==> config.mk <==
export PLATFORM = sky130hd
export DESIGN_NAME = gcs_top
export DESIGN_NICKNAME = d
export VERILOG_FILES = /design/src/rtl/gcs_pkg.sv /design/src/rtl/gcs_top.sv /design/src/rtl/gcs_chan_mux.sv /design/src/rtl/gcs_strap_hold.sv
export VERILOG_INCLUDE_DIRS = /design/src /design/src/rtl
export SDC_FILE = /design/constraint.sdc
export NUM_CORES = 1
export LEC_CHECK = 0
export ABC_AREA = 1
export BUFFER_PORTS_ARGS = -buffer_cell sky130_fd_sc_hd__buf_2
export CAP_MARGIN = 20
export CORE_AREA = 10 10 103 105
export CTS_BUF_LIST = sky130_fd_sc_hd__clkbuf_2
export DETAILED_ROUTE_END_ITERATION = 6
export DIE_AREA = 0 0 113 115
export GPL_TIMING_DRIVEN = 0
export PLACE_DENSITY = 0.81
export SLEW_MARGIN = 20
export SYNTH_ARGS = -nofsm -noshare
export SYNTH_HDL_FRONTEND = slang
export SYNTH_HIERARCHICAL = 1
export SYNTH_SLANG_ARGS = --single-unit
==> constraint.sdc <==
create_clock -name REF_CLK -period 1.44 [get_ports REF_CLK]
set_input_delay 0.072 -clock REF_CLK [delete_from_list [all_inputs] [get_ports REF_CLK]]
set_output_delay 0.072 -clock REF_CLK [all_outputs]
set_load 0.05 [all_outputs]
==> src/rtl/gcs_cfg.svh <==
// Offsets, field positions and reset values of the clock source config block.
// Function
// - The frame-sync output follows the channel named by bits 6:4 of the source select register, code n meaning channel n+1.
// - The first recovered-clock output follows the channel named by bits 2:0 of the source select register, code n meaning channel n+1.
// - With the variable-frequency bit at 0 the clocking sets itself up and the E1 adjust word, the phase-decoder bits and the other clock-mode registers are ignored.
// - In fixed mode with a serial controller interface in use, the strap values sampled on data lines 15 down to 5 are disregarded.
// - In fixed mode a change of standard between E1 and T1 resets the whole clock system.
// - In variable mode each port may switch standard on its own and no clock system reset follows.
// - Bit 4 of the mode register selects variable master-clock operation when 1, and the register resets to 0x10.
// - The E1 adjust value is a signed 12-bit number, low byte from its own register and high nibble from mode register bits 3:0.
// - The T1 adjust value is a signed 12-bit number whose low byte sits in bits 7:0 of its own register.
// - Phase-decoder demand, direction and switch sit at mode bits 7, 6 and 5 and mean default operation at 0.
// - The high nibble of the T1 adjust value comes from bits 3:0 of a separate clock-mode register.
`ifndef GCS_CFG_SVH
`define GCS_CFG_SVH

// Register offsets on the control port.
`define GCS_OFF_E1_LOW 16'h0092
`define GCS_OFF_MODE 16'h0093
`define GCS_OFF_T1_LOW 16'h0094
`define GCS_OFF_T1_HIGH 16'h0095
`define GCS_OFF_STATUS 16'h0096
`define GCS_OFF_SRC_SEL 16'h00BA

// Reset values.
`define GCS_RST_E1_LOW 8'h00
`define GCS_RST_MODE 8'h10
`define GCS_RST_T1_LOW 8'h00
`define GCS_RST_T1_HIGH 8'h00
`define GCS_RST_SRC_SEL 8'h00

// Writable bits; reserved bits are held at zero.
`define GCS_MASK_SRC_SEL 8'h77
`define GCS_MASK_T1_HIGH 8'hEF

// Field positions.
`define GCS_FSYNC_SEL_HI 6
`define GCS_FSYNC_SEL_LO 4
`define GCS_RECOV_SEL_HI 2
`define GCS_RECOV_SEL_LO 0
`define GCS_DEMAND_BIT 7
`define GCS_DIRECTION_BIT 6
`define GCS_SWITCH_BIT 5
`define GCS_VFREQ_BIT 4
`define GCS_NIB_HI 3
`define GCS_NIB_LO 0

`endif

==> src/rtl/gcs_pkg.sv <==
// Types shared by the clock source config block.
`default_nettype none
package gcs_pkg;

    // Line standard of one port.
    typedef enum logic {
        GCS_STD_E1 = 1'b0,
        GCS_STD_T1 = 1'b1
    } gcs_std_t;

    // Strap capture progress.
    typedef enum logic {
        GCS_STRAP_WAIT = 1'b0,
        GCS_STRAP_HELD = 1'b1
    } gcs_strap_st_t;

    // Receive phase-decoder controls.
    typedef struct packed {
        logic demand;
        logic direction;
        logic sw;
    } gcs_phase_t;

    // Signed frequency adjust words.
    typedef struct packed {
        logic signed [11:0] e1;
        logic signed [11:0] t1;
    } gcs_adj_t;

endpackage : gcs_pkg
`default_nettype wire

==> src/rtl/gcs_top.sv <==
// Global clock source selection and clock-mode register block.
`timescale 1ns/100ps
`default_nettype none
`include "gcs_cfg.svh"
module gcs_top #(
    parameter int N_CH = 8,
    parameter int SEL_W = 3,
    parameter int STRAP_W = 11,
    parameter int ADDR_W = 16
) (
    // Clock, reset and enable
    input wire logic REF_CLK,
    input wire logic RST,
    input wire logic CE,
    // Register port
    input wire logic [ADDR_W-1:0] ADDR,
    input wire logic [7:0] WR_DATA,
    input wire logic WR_STB,
    input wire logic RD_STB,
    output logic [7:0] RD_DATA,
    // Per-channel sources and line standards
    input wire logic [N_CH-1:0] CH_FRAME_SYNC,
    input wire logic [N_CH-1:0] CH_RECOV_CLK,
    input wire logic [N_CH-1:0] CH_STD_T1,
    // Controller interface kind and strap pins
    input wire logic SERIAL_CTRL_IF,
    input wire logic [STRAP_W-1:0] STRAP_DATA,
    // Clock outputs and clock-system controls
    output logic FRAME_SYNC_OUTPUT,
    output logic RECOVERED_CLOCK_OUT_ONE,
    output var gcs_pkg::gcs_adj_t FREQ_ADJUST,
    output var gcs_pkg::gcs_phase_t PHASE_DECODER,
    output logic VARIABLE_MASTER_CLOCK_EN,
    output logic CLOCK_SYS_RESET,
    output logic [STRAP_W-1:0] STRAP_CFG
);
    import gcs_pkg::*;

    // Software-visible registers.
    logic [7:0] global_clock_source_select_r;
    logic [7:0] global_clock_source_select_nxt;
    logic [7:0] e1_freq_adjust_low_r;
    logic [7:0] e1_freq_adjust_low_nxt;
    logic [7:0] clock_mode_ctrl_e1_high_r;
    logic [7:0] clock_mode_ctrl_e1_high_nxt;
    logic [7:0] t1_freq_adjust_low_r;
    logic [7:0] t1_freq_adjust_low_nxt;
    logic [7:0] t1_freq_adjust_high_reg_r;
    logic [7:0] t1_freq_adjust_high_reg_nxt;
    logic [7:0] rd_data_r;
    logic [7:0] rd_data_nxt;

    // Clock-mode state.
    gcs_std_t std_prev_r;
    gcs_std_t std_prev_nxt;
    gcs_std_t std_now;
    gcs_adj_t adj_r;
    gcs_adj_t adj_nxt;
    gcs_phase_t phase_r;
    gcs_phase_t phase_nxt;
    logic vfreq_r;
    logic vfreq_nxt;
    logic clk_sys_rst_r;
    logic clk_sys_rst_nxt;

    // Decoded fields and status terms.
    logic fixed_mode;
    logic mixed_std;
    logic strap_mask;
    logic wr_hit;
    logic [SEL_W-1:0] fsync_sel;
    logic [SEL_W-1:0] recov_sel;
    logic [7:0] status_word;

    assign fixed_mode = !clock_mode_ctrl_e1_high_r[`GCS_VFREQ_BIT];
    assign std_now = gcs_std_t'(CH_STD_T1[0]);
    // Port 1 is the reference standard; a disagreement shows in status so
    // software can find a fixed-mode setup that breaks the common standard.
    assign mixed_std = !((&CH_STD_T1) || !(|CH_STD_T1));
    assign strap_mask = fixed_mode && SERIAL_CTRL_IF;
    assign wr_hit = CE && WR_STB;
    assign fsync_sel =
        global_clock_source_select_r[`GCS_FSYNC_SEL_HI:`GCS_FSYNC_SEL_LO];
    assign recov_sel =
        global_clock_source_select_r[`GCS_RECOV_SEL_HI:`GCS_RECOV_SEL_LO];
    assign status_word = {4'h0, strap_mask, std_now, mixed_std, fixed_mode};

    // Register writes; reserved bits are dropped so they read as zero.
    always_comb begin
        global_clock_source_select_nxt = global_clock_source_select_r;
        e1_freq_adjust_low_nxt = e1_freq_adjust_low_r;
        clock_mode_ctrl_e1_high_nxt = clock_mode_ctrl_e1_high_r;
        t1_freq_adjust_low_nxt = t1_freq_adjust_low_r;
        t1_freq_adjust_high_reg_nxt = t1_freq_adjust_high_reg_r;
        if (wr_hit) begin
            case (ADDR)
                `GCS_OFF_SRC_SEL: begin
                    global_clock_source_select_nxt =
                        WR_DATA & `GCS_MASK_SRC_SEL;
                end
                `GCS_OFF_E1_LOW: begin
                    e1_freq_adjust_low_nxt = WR_DATA;
                end
                `GCS_OFF_MODE: begin
                    clock_mode_ctrl_e1_high_nxt = WR_DATA;
                end
                `GCS_OFF_T1_LOW: begin
                    t1_freq_adjust_low_nxt = WR_DATA;
                end
                `GCS_OFF_T1_HIGH: begin
                    t1_freq_adjust_high_reg_nxt =
                        WR_DATA & `GCS_MASK_T1_HIGH;
                end
                default: begin
                    global_clock_source_select_nxt =
                        global_clock_source_select_r;
                end
            endcase
        end
    end

    // Read data stand for exactly one cycle after the strobe; an unmapped
    // address answers zero so software never sees stale data.
    always_comb begin
        rd_data_nxt = 8'h00;
        if (RD_STB) begin
            case (ADDR)
                `GCS_OFF_SRC_SEL: rd_data_nxt = global_clock_source_select_r;
                `GCS_OFF_E1_LOW: rd_data_nxt = e1_freq_adjust_low_r;
                `GCS_OFF_MODE: rd_data_nxt = clock_mode_ctrl_e1_high_r;
                `GCS_OFF_T1_LOW: rd_data_nxt = t1_freq_adjust_low_r;
                `GCS_OFF_T1_HIGH: rd_data_nxt = t1_freq_adjust_high_reg_r;
                `GCS_OFF_STATUS: rd_data_nxt = status_word;
                default: rd_data_nxt = 8'h00;
            endcase
        end
    end

    // Register file and read port.
    always_ff @(posedge REF_CLK) begin
        if (RST) begin
            global_clock_source_select_r <= `GCS_RST_SRC_SEL;
            e1_freq_adjust_low_r <= `GCS_RST_E1_LOW;
            clock_mode_ctrl_e1_high_r <= `GCS_RST_MODE;
            t1_freq_adjust_low_r <= `GCS_RST_T1_LOW;
            t1_freq_adjust_high_reg_r <= `GCS_RST_T1_HIGH;
            rd_data_r <= 8'h00;
        end else if (CE) begin
            global_clock_source_select_r <= global_clock_source_select_nxt;
            e1_freq_adjust_low_r <= e1_freq_adjust_low_nxt;
            clock_mode_ctrl_e1_high_r <= clock_mode_ctrl_e1_high_nxt;
            t1_freq_adjust_low_r <= t1_freq_adjust_low_nxt;
            t1_freq_adjust_high_reg_r <= t1_freq_adjust_high_reg_nxt;
            rd_data_r <= rd_data_nxt;
        end
    end

    // Clock-mode outputs. Fixed mode forces every adjust word and decoder
    // bit to its default, because the clocking then tunes itself and a
    // stale software value must not leak into it.
    always_comb begin
        vfreq_nxt = clock_mode_ctrl_e1_high_r[`GCS_VFREQ_BIT];
        std_prev_nxt = std_now;
        adj_nxt.e1 = {clock_mode_ctrl_e1_high_r[`GCS_NIB_HI:`GCS_NIB_LO],
                      e1_freq_adjust_low_r};
        adj_nxt.t1 = {t1_freq_adjust_high_reg_r[`GCS_NIB_HI:`GCS_NIB_LO],
                      t1_freq_adjust_low_r};
        phase_nxt.demand = clock_mode_ctrl_e1_high_r[`GCS_DEMAND_BIT];
        phase_nxt.direction = clock_mode_ctrl_e1_high_r[`GCS_DIRECTION_BIT];
        phase_nxt.sw = clock_mode_ctrl_e1_high_r[`GCS_SWITCH_BIT];
        clk_sys_rst_nxt = 1'b0;
        if (fixed_mode) begin
            adj_nxt = '0;
            phase_nxt = '0;
            clk_sys_rst_nxt = (std_now != std_prev_r);
        end
    end

    // The previous standard is tracked in both modes, so entering fixed
    // mode alone never fires a clock-system reset.
    always_ff @(posedge REF_CLK) begin
        if (RST) begin
            std_prev_r <= GCS_STD_E1;
            adj_r <= '0;
            phase_r <= '0;
            vfreq_r <= 1'b1;
            clk_sys_rst_r <= 1'b0;
        end else if (CE) begin
            std_prev_r <= std_prev_nxt;
            adj_r <= adj_nxt;
            phase_r <= phase_nxt;
            vfreq_r <= vfreq_nxt;
            clk_sys_rst_r <= clk_sys_rst_nxt;
        end
    end

    // Frame-sync source selector.
    gcs_chan_mux #(
        .N_CH(N_CH),
        .SEL_W(SEL_W)
    ) u_fsync_mux (
        .clk(REF_CLK),
        .rst(RST),
        .ce(CE),
        .sel(fsync_sel),
        .chan_in(CH_FRAME_SYNC),
        .out_r(FRAME_SYNC_OUTPUT)
    );

    // First recovered-clock source selector.
    gcs_chan_mux #(
        .N_CH(N_CH),
        .SEL_W(SEL_W)
    ) u_recov_mux (
        .clk(REF_CLK),
        .rst(RST),
        .ce(CE),
        .sel(recov_sel),
        .chan_in(CH_RECOV_CLK),
        .out_r(RECOVERED_CLOCK_OUT_ONE)
    );

    // Strap capture with masking in fixed serial-control operation.
    gcs_strap_hold #(
        .STRAP_W(STRAP_W)
    ) u_strap (
        .clk(REF_CLK),
        .rst(RST),
        .ce(CE),
        .strap_in(STRAP_DATA),
        .mask(strap_mask),
        .strap_out_r(STRAP_CFG)
    );

    // Outputs straight from flops.
    assign RD_DATA = rd_data_r;
    assign FREQ_ADJUST = adj_r;
    assign PHASE_DECODER = phase_r;
    assign VARIABLE_MASTER_CLOCK_EN = vfreq_r;
    assign CLOCK_SYS_RESET = clk_sys_rst_r;
endmodule : gcs_top
`default_nettype wire

==> src/rtl/gcs_chan_mux.sv <==
// Registered one-of-N channel selector.
`timescale 1ns/100ps
`default_nettype none
module gcs_chan_mux #(
    parameter int N_CH = 8,
    parameter int SEL_W = 3
) (
    // Clock and control
    input wire logic clk,
    input wire logic rst,
    input wire logic ce,
    // Selection and channels
    input wire logic [SEL_W-1:0] sel,
    input wire logic [N_CH-1:0] chan_in,
    // Selected channel
    output logic out_r
);
    logic [N_CH-1:0] hit;
    logic out_nxt;

    // One hit term per channel; code n picks channel n+1.
    for (genvar i = 0; i < N_CH; i++) begin : g_hit
        assign hit[i] = (sel == SEL_W'(i)) & chan_in[i];
    end

    // The output is the OR of all hits.
    always_comb begin
        out_nxt = |hit;
    end

    // Registered so the pin never sees the mux glitch.
    always_ff @(posedge clk) begin
        if (rst) begin
            out_r <= 1'b0;
        end else if (ce) begin
            out_r <= out_nxt;
        end
    end
endmodule : gcs_chan_mux
`default_nettype wire

==> src/rtl/gcs_strap_hold.sv <==
// Captures the data-line straps after reset and masks them on demand.
`timescale 1ns/100ps
`default_nettype none
module gcs_strap_hold #(
    parameter int STRAP_W = 11
) (
    // Clock and control
    input wire logic clk,
    input wire logic rst,
    input wire logic ce,
    // Strap pins and mask
    input wire logic [STRAP_W-1:0] strap_in,
    input wire logic mask,
    // Strap values for the core
    output logic [STRAP_W-1:0] strap_out_r
);
    import gcs_pkg::*;

    gcs_strap_st_t st_r;
    gcs_strap_st_t st_nxt;
    logic [STRAP_W-1:0] held_r;
    logic [STRAP_W-1:0] held_nxt;
    logic [STRAP_W-1:0] out_nxt;

    // Straps are caught on the first enabled cycle after reset, never under
    // reset itself, so the flops take only constants while it is asserted.
    always_comb begin
        st_nxt = st_r;
        held_nxt = held_r;
        case (st_r)
            GCS_STRAP_WAIT: begin
                held_nxt = strap_in;
                st_nxt = GCS_STRAP_HELD;
            end
            GCS_STRAP_HELD: begin
                st_nxt = GCS_STRAP_HELD;
            end
            default: begin
                st_nxt = GCS_STRAP_WAIT;
            end
        endcase
        out_nxt = mask ? '0 : held_nxt;
    end

    always_ff @(posedge clk) begin
        if (rst) begin
            st_r <= GCS_STRAP_WAIT;
            held_r <= '0;
            strap_out_r <= '0;
        end else if (ce) begin
            st_r <= st_nxt;
            held_r <= held_nxt;
            strap_out_r <= out_nxt;
        end
    end
endmodule : gcs_strap_hold
`default_nettype wire

==> flow_metrics.tcl <==
set metrics [dict create \
    wl_per_cell_um 16.48 \
    synth_compound_area_frac 0.1540 \
    grt_pass1_vias 4812 \
    cts_buffer_depth 2 \
    rsz0062_at_grt "no" \
    clock-sinks 100 \
    synth_top_area_share 0.4347 \
    dieHeight_um 115 \
    synth-xor-area-share 0 \
    cp_top_family "flip-flops" \
    finalPower_mw 5.066 \
    fin_util 0.6809 \
    cp_max_fo 2 \
    hpwl_mm 11.48 \
    dieWidth_um 113 \
    layout_min_cycle_time_ns 1.330 \
    dieArea_sq_mm 0.01300 \
    syn_area_sq_mm 0.004606 \
    synth_fa_ha_area_frac 0 \
    crit_path_cell_trace "buf_2" \
    fill_cells 770 \
    worstMarginPinSlew_ns 0.5750 \
    num_rows 34 \
    grt_max_degree 17 \
    first_pass_iters 6 \
    clkSlewWorstSetupHoldPaths_ns 0.28 \
    worst_slack_ns 0.1098 \
    cts_root_buf "clkbuf_2" \
    clk_latency_ns 0.57 \
    syn_avg_cell_area_sq_um 6.978 \
    nNetsFinal 886 \
    globalRouteOverflowTotal 0 \
    cp_data_arrival_time_ns 1.26 \
    cts_buffers 9 \
    core_area_sq_mm 0.008551 \
    hold_path_class "primary input to register" \
    io_buffers 114 \
    syn_nets 725 \
    final_hold_viol_count 0 \
    skew_ns 0.04243 \
    power.density_mw_per_mm2 870.2 \
    area_growth_pct 26.41 \
    status "finished clean" \
    antenna_found_initial 0 \
    start_util 0.5386 \
    drv_slew 0 \
    slew_headroom 0.6167 \
    vias 5039 \
    yosysSeqAreaShare 0.4347 \
    final_common_cell "nand2_1" \
    crit_type "register to primary output" \
    total_leakage_power_nw 2.508 \
    maxCapViolCount 0 \
    wirelength_mm 15.40 \
    fin_tns_setup_ns 0 \
    routed_via_density 5.395 \
    period_share 0.9237 \
    cp_num_buf_inv 1 \
    synthCells 660 \
    fmax_mhz 751.8 \
    cpPeakStageDelay_ns 0.41 \
    h-tree-depth 3 \
    synthesis.yosys.warnings 6 \
    cpMaxStageDelayCell "dfxtp_1" \
    gp_congestion 0.9790 \
    synth_top_family_by_area "simple AND/OR/NAND/NOR gates" \
    yosys-mux-area-fraction 0 \
    grt_pass1_wl_mm 24.34 \
    io_pins 115 \
    final_cell_mix "nand2_1, buf_2, dfxtp_1, a21oi_1, nand3_1" \
    synth_area_leaders "dfxtp_1, nand2_1, a21oi_1" \
    synth_top_area_cell "dfxtp_1" \
    setup_viol 0 \
    dp_slack_ns -0.2418 \
    cp.required_ns 1.37 \
    final_layout_size_suffix_gt1_frac 0.2276 \
    ir_drop_mv 0.5533 \
    critPathLaunchType "register" \
    cts_tree "built" \
    track_usage 0.2299 \
    drc 0 \
    synthSimpleGateAreaFrac 0.3225 \
    antenna_left 0 \
    ys_ff_latch 100 \
    yosysUniqueCellTypes 25 \
    first_iter_violations 505 \
    worstSetupEndpointType "primary output" \
    diodes 0 \
]
==> state kept, by name, summed over array words and instances (netlist names) <==
name	count
FREQ_ADJUST	24
u_strap/held_r	11
u_strap/strap_out_r	11
RD_DATA	8
clock_mode_ctrl_e1_high_r	8
e1_freq_adjust_low_r	8
t1_freq_adjust_low_r	8
t1_freq_adjust_high_reg_r	7
global_clock_source_select_r	6
PHASE_DECODER	3
CLOCK_SYS_RESET	1
VARIABLE_MASTER_CLOCK_EN	1
std_prev_r	1
u_fsync_mux/out_r	1
u_recov_mux/out_r	1
u_strap/st_r	1
==> Yosys cell counts <==
| cell | n |
|---|---|
| nand2_1 | 179 |
| dfxtp_1 | 100 |
| a21oi_1 | 88 |
| nand3_1 | 74 |
| inv_1 | 46 |
| nor2_1 | 42 |
| o21ai_0 | 34 |
| clkbuf_1 | 13 |
| buf_2 | 9 |
| inv_2 | 8 |
| o21ai_1 | 8 |
| nand4_1 | 7 |
| nor2_2 | 7 |
| nor2_4 | 7 |
| nor3_1 | 7 |
| nand2_2 | 6 |
| a21oi_2 | 5 |
| buf_6 | 5 |
| buf_4 | 4 |
| buf_1 | 3 |
| nand3_2 | 2 |
| nand3b_1 | 2 |
| o21bai_1 | 2 |
| buf_8 | 1 |
| nand2_4 | 1 |
==> final cells by class <==
type	instances	area [sq um]	share of cell area
Clock buffer	11	55.05	0.009456
Sequential cell	100	2002	0.3439
Multi-Input combinational cell	471	2195	0.3770
Clock inverter	5	85.08	0.01461
Buffer	34	206.4	0.03546
Inverter	54	202.7	0.03482
Timing Repair Buffer	151	940.9	0.1616
Tap cell	108	135.1	0.02321
==> power by group <==
part | switching, mW | total, mW | internal [mW]
sequential | 0.0246 | 2.85 | 2.82
clock | 0.969 | 1.57 | 0.602
combinational | 0.401 | 0.647 | 0.246
total | 1.39 | 5.07 | 3.67
==> metal layers <==
metal  wire length (um)  track usage  vias up
li1                   -            -     2469
met1               6422       0.2750     2307
met2               7443       0.3955      228
met3               1182      0.05573       35
met4                346      0.07783        0
met5                  0            0        -
==> cell families after synthesis <==
group	after synthesis
compound gates	137
buf+inv	89
flops	100
simple gates	334
==> worst min-delay path: stages <==
cell and delay (ns):
buf_2 0.10, inv_1 0.04, nor2_1 0.06, inv_1 0.08, nand3_1 0.09, a21oi_2 0.12
==> path summary, 6_finish.rpt <==
kind,start,end,slack (ns),cells past startpoint
min,SERIAL_CTRL_IF,u_strap/strap_out_r[8],0.007,6
max,RD_DATA[4],RD_DATA[4],0.11,1
max reg2reg,clock_mode_ctrl_e1_high_r[4],RD_DATA[4],0.19,5
min reg2reg,clock_mode_ctrl_e1_high_r[2],FREQ_ADJUST[22],0.47,2
==> what timing repair did <==
| action | 4_1_cts | 5_1_grt |
|---|---|---|
| setup buffers | 0 | 0 |
| setup endpoints to repair | 0 | 37 |
| hold endpoints to repair | 72 | 0 |
| hold buffers | 37 | 0 |
| gates resized for setup | 0 | 6 |
==> per-stage QoR <==
stage	hold slack (ns)	area [sq um]	std cells
2_1_floorplan	0.1344	4606	660
3_3_place_gp	0.3354	5311	882
3_5_place_dp	0.3361	5311	882
4_1_cts	0.0006117	5822	935
5_1_grt	0.01637	5822	934
6_report	0.007341	5822	934
Note: power is estimated with default switching activity, not from simulation.
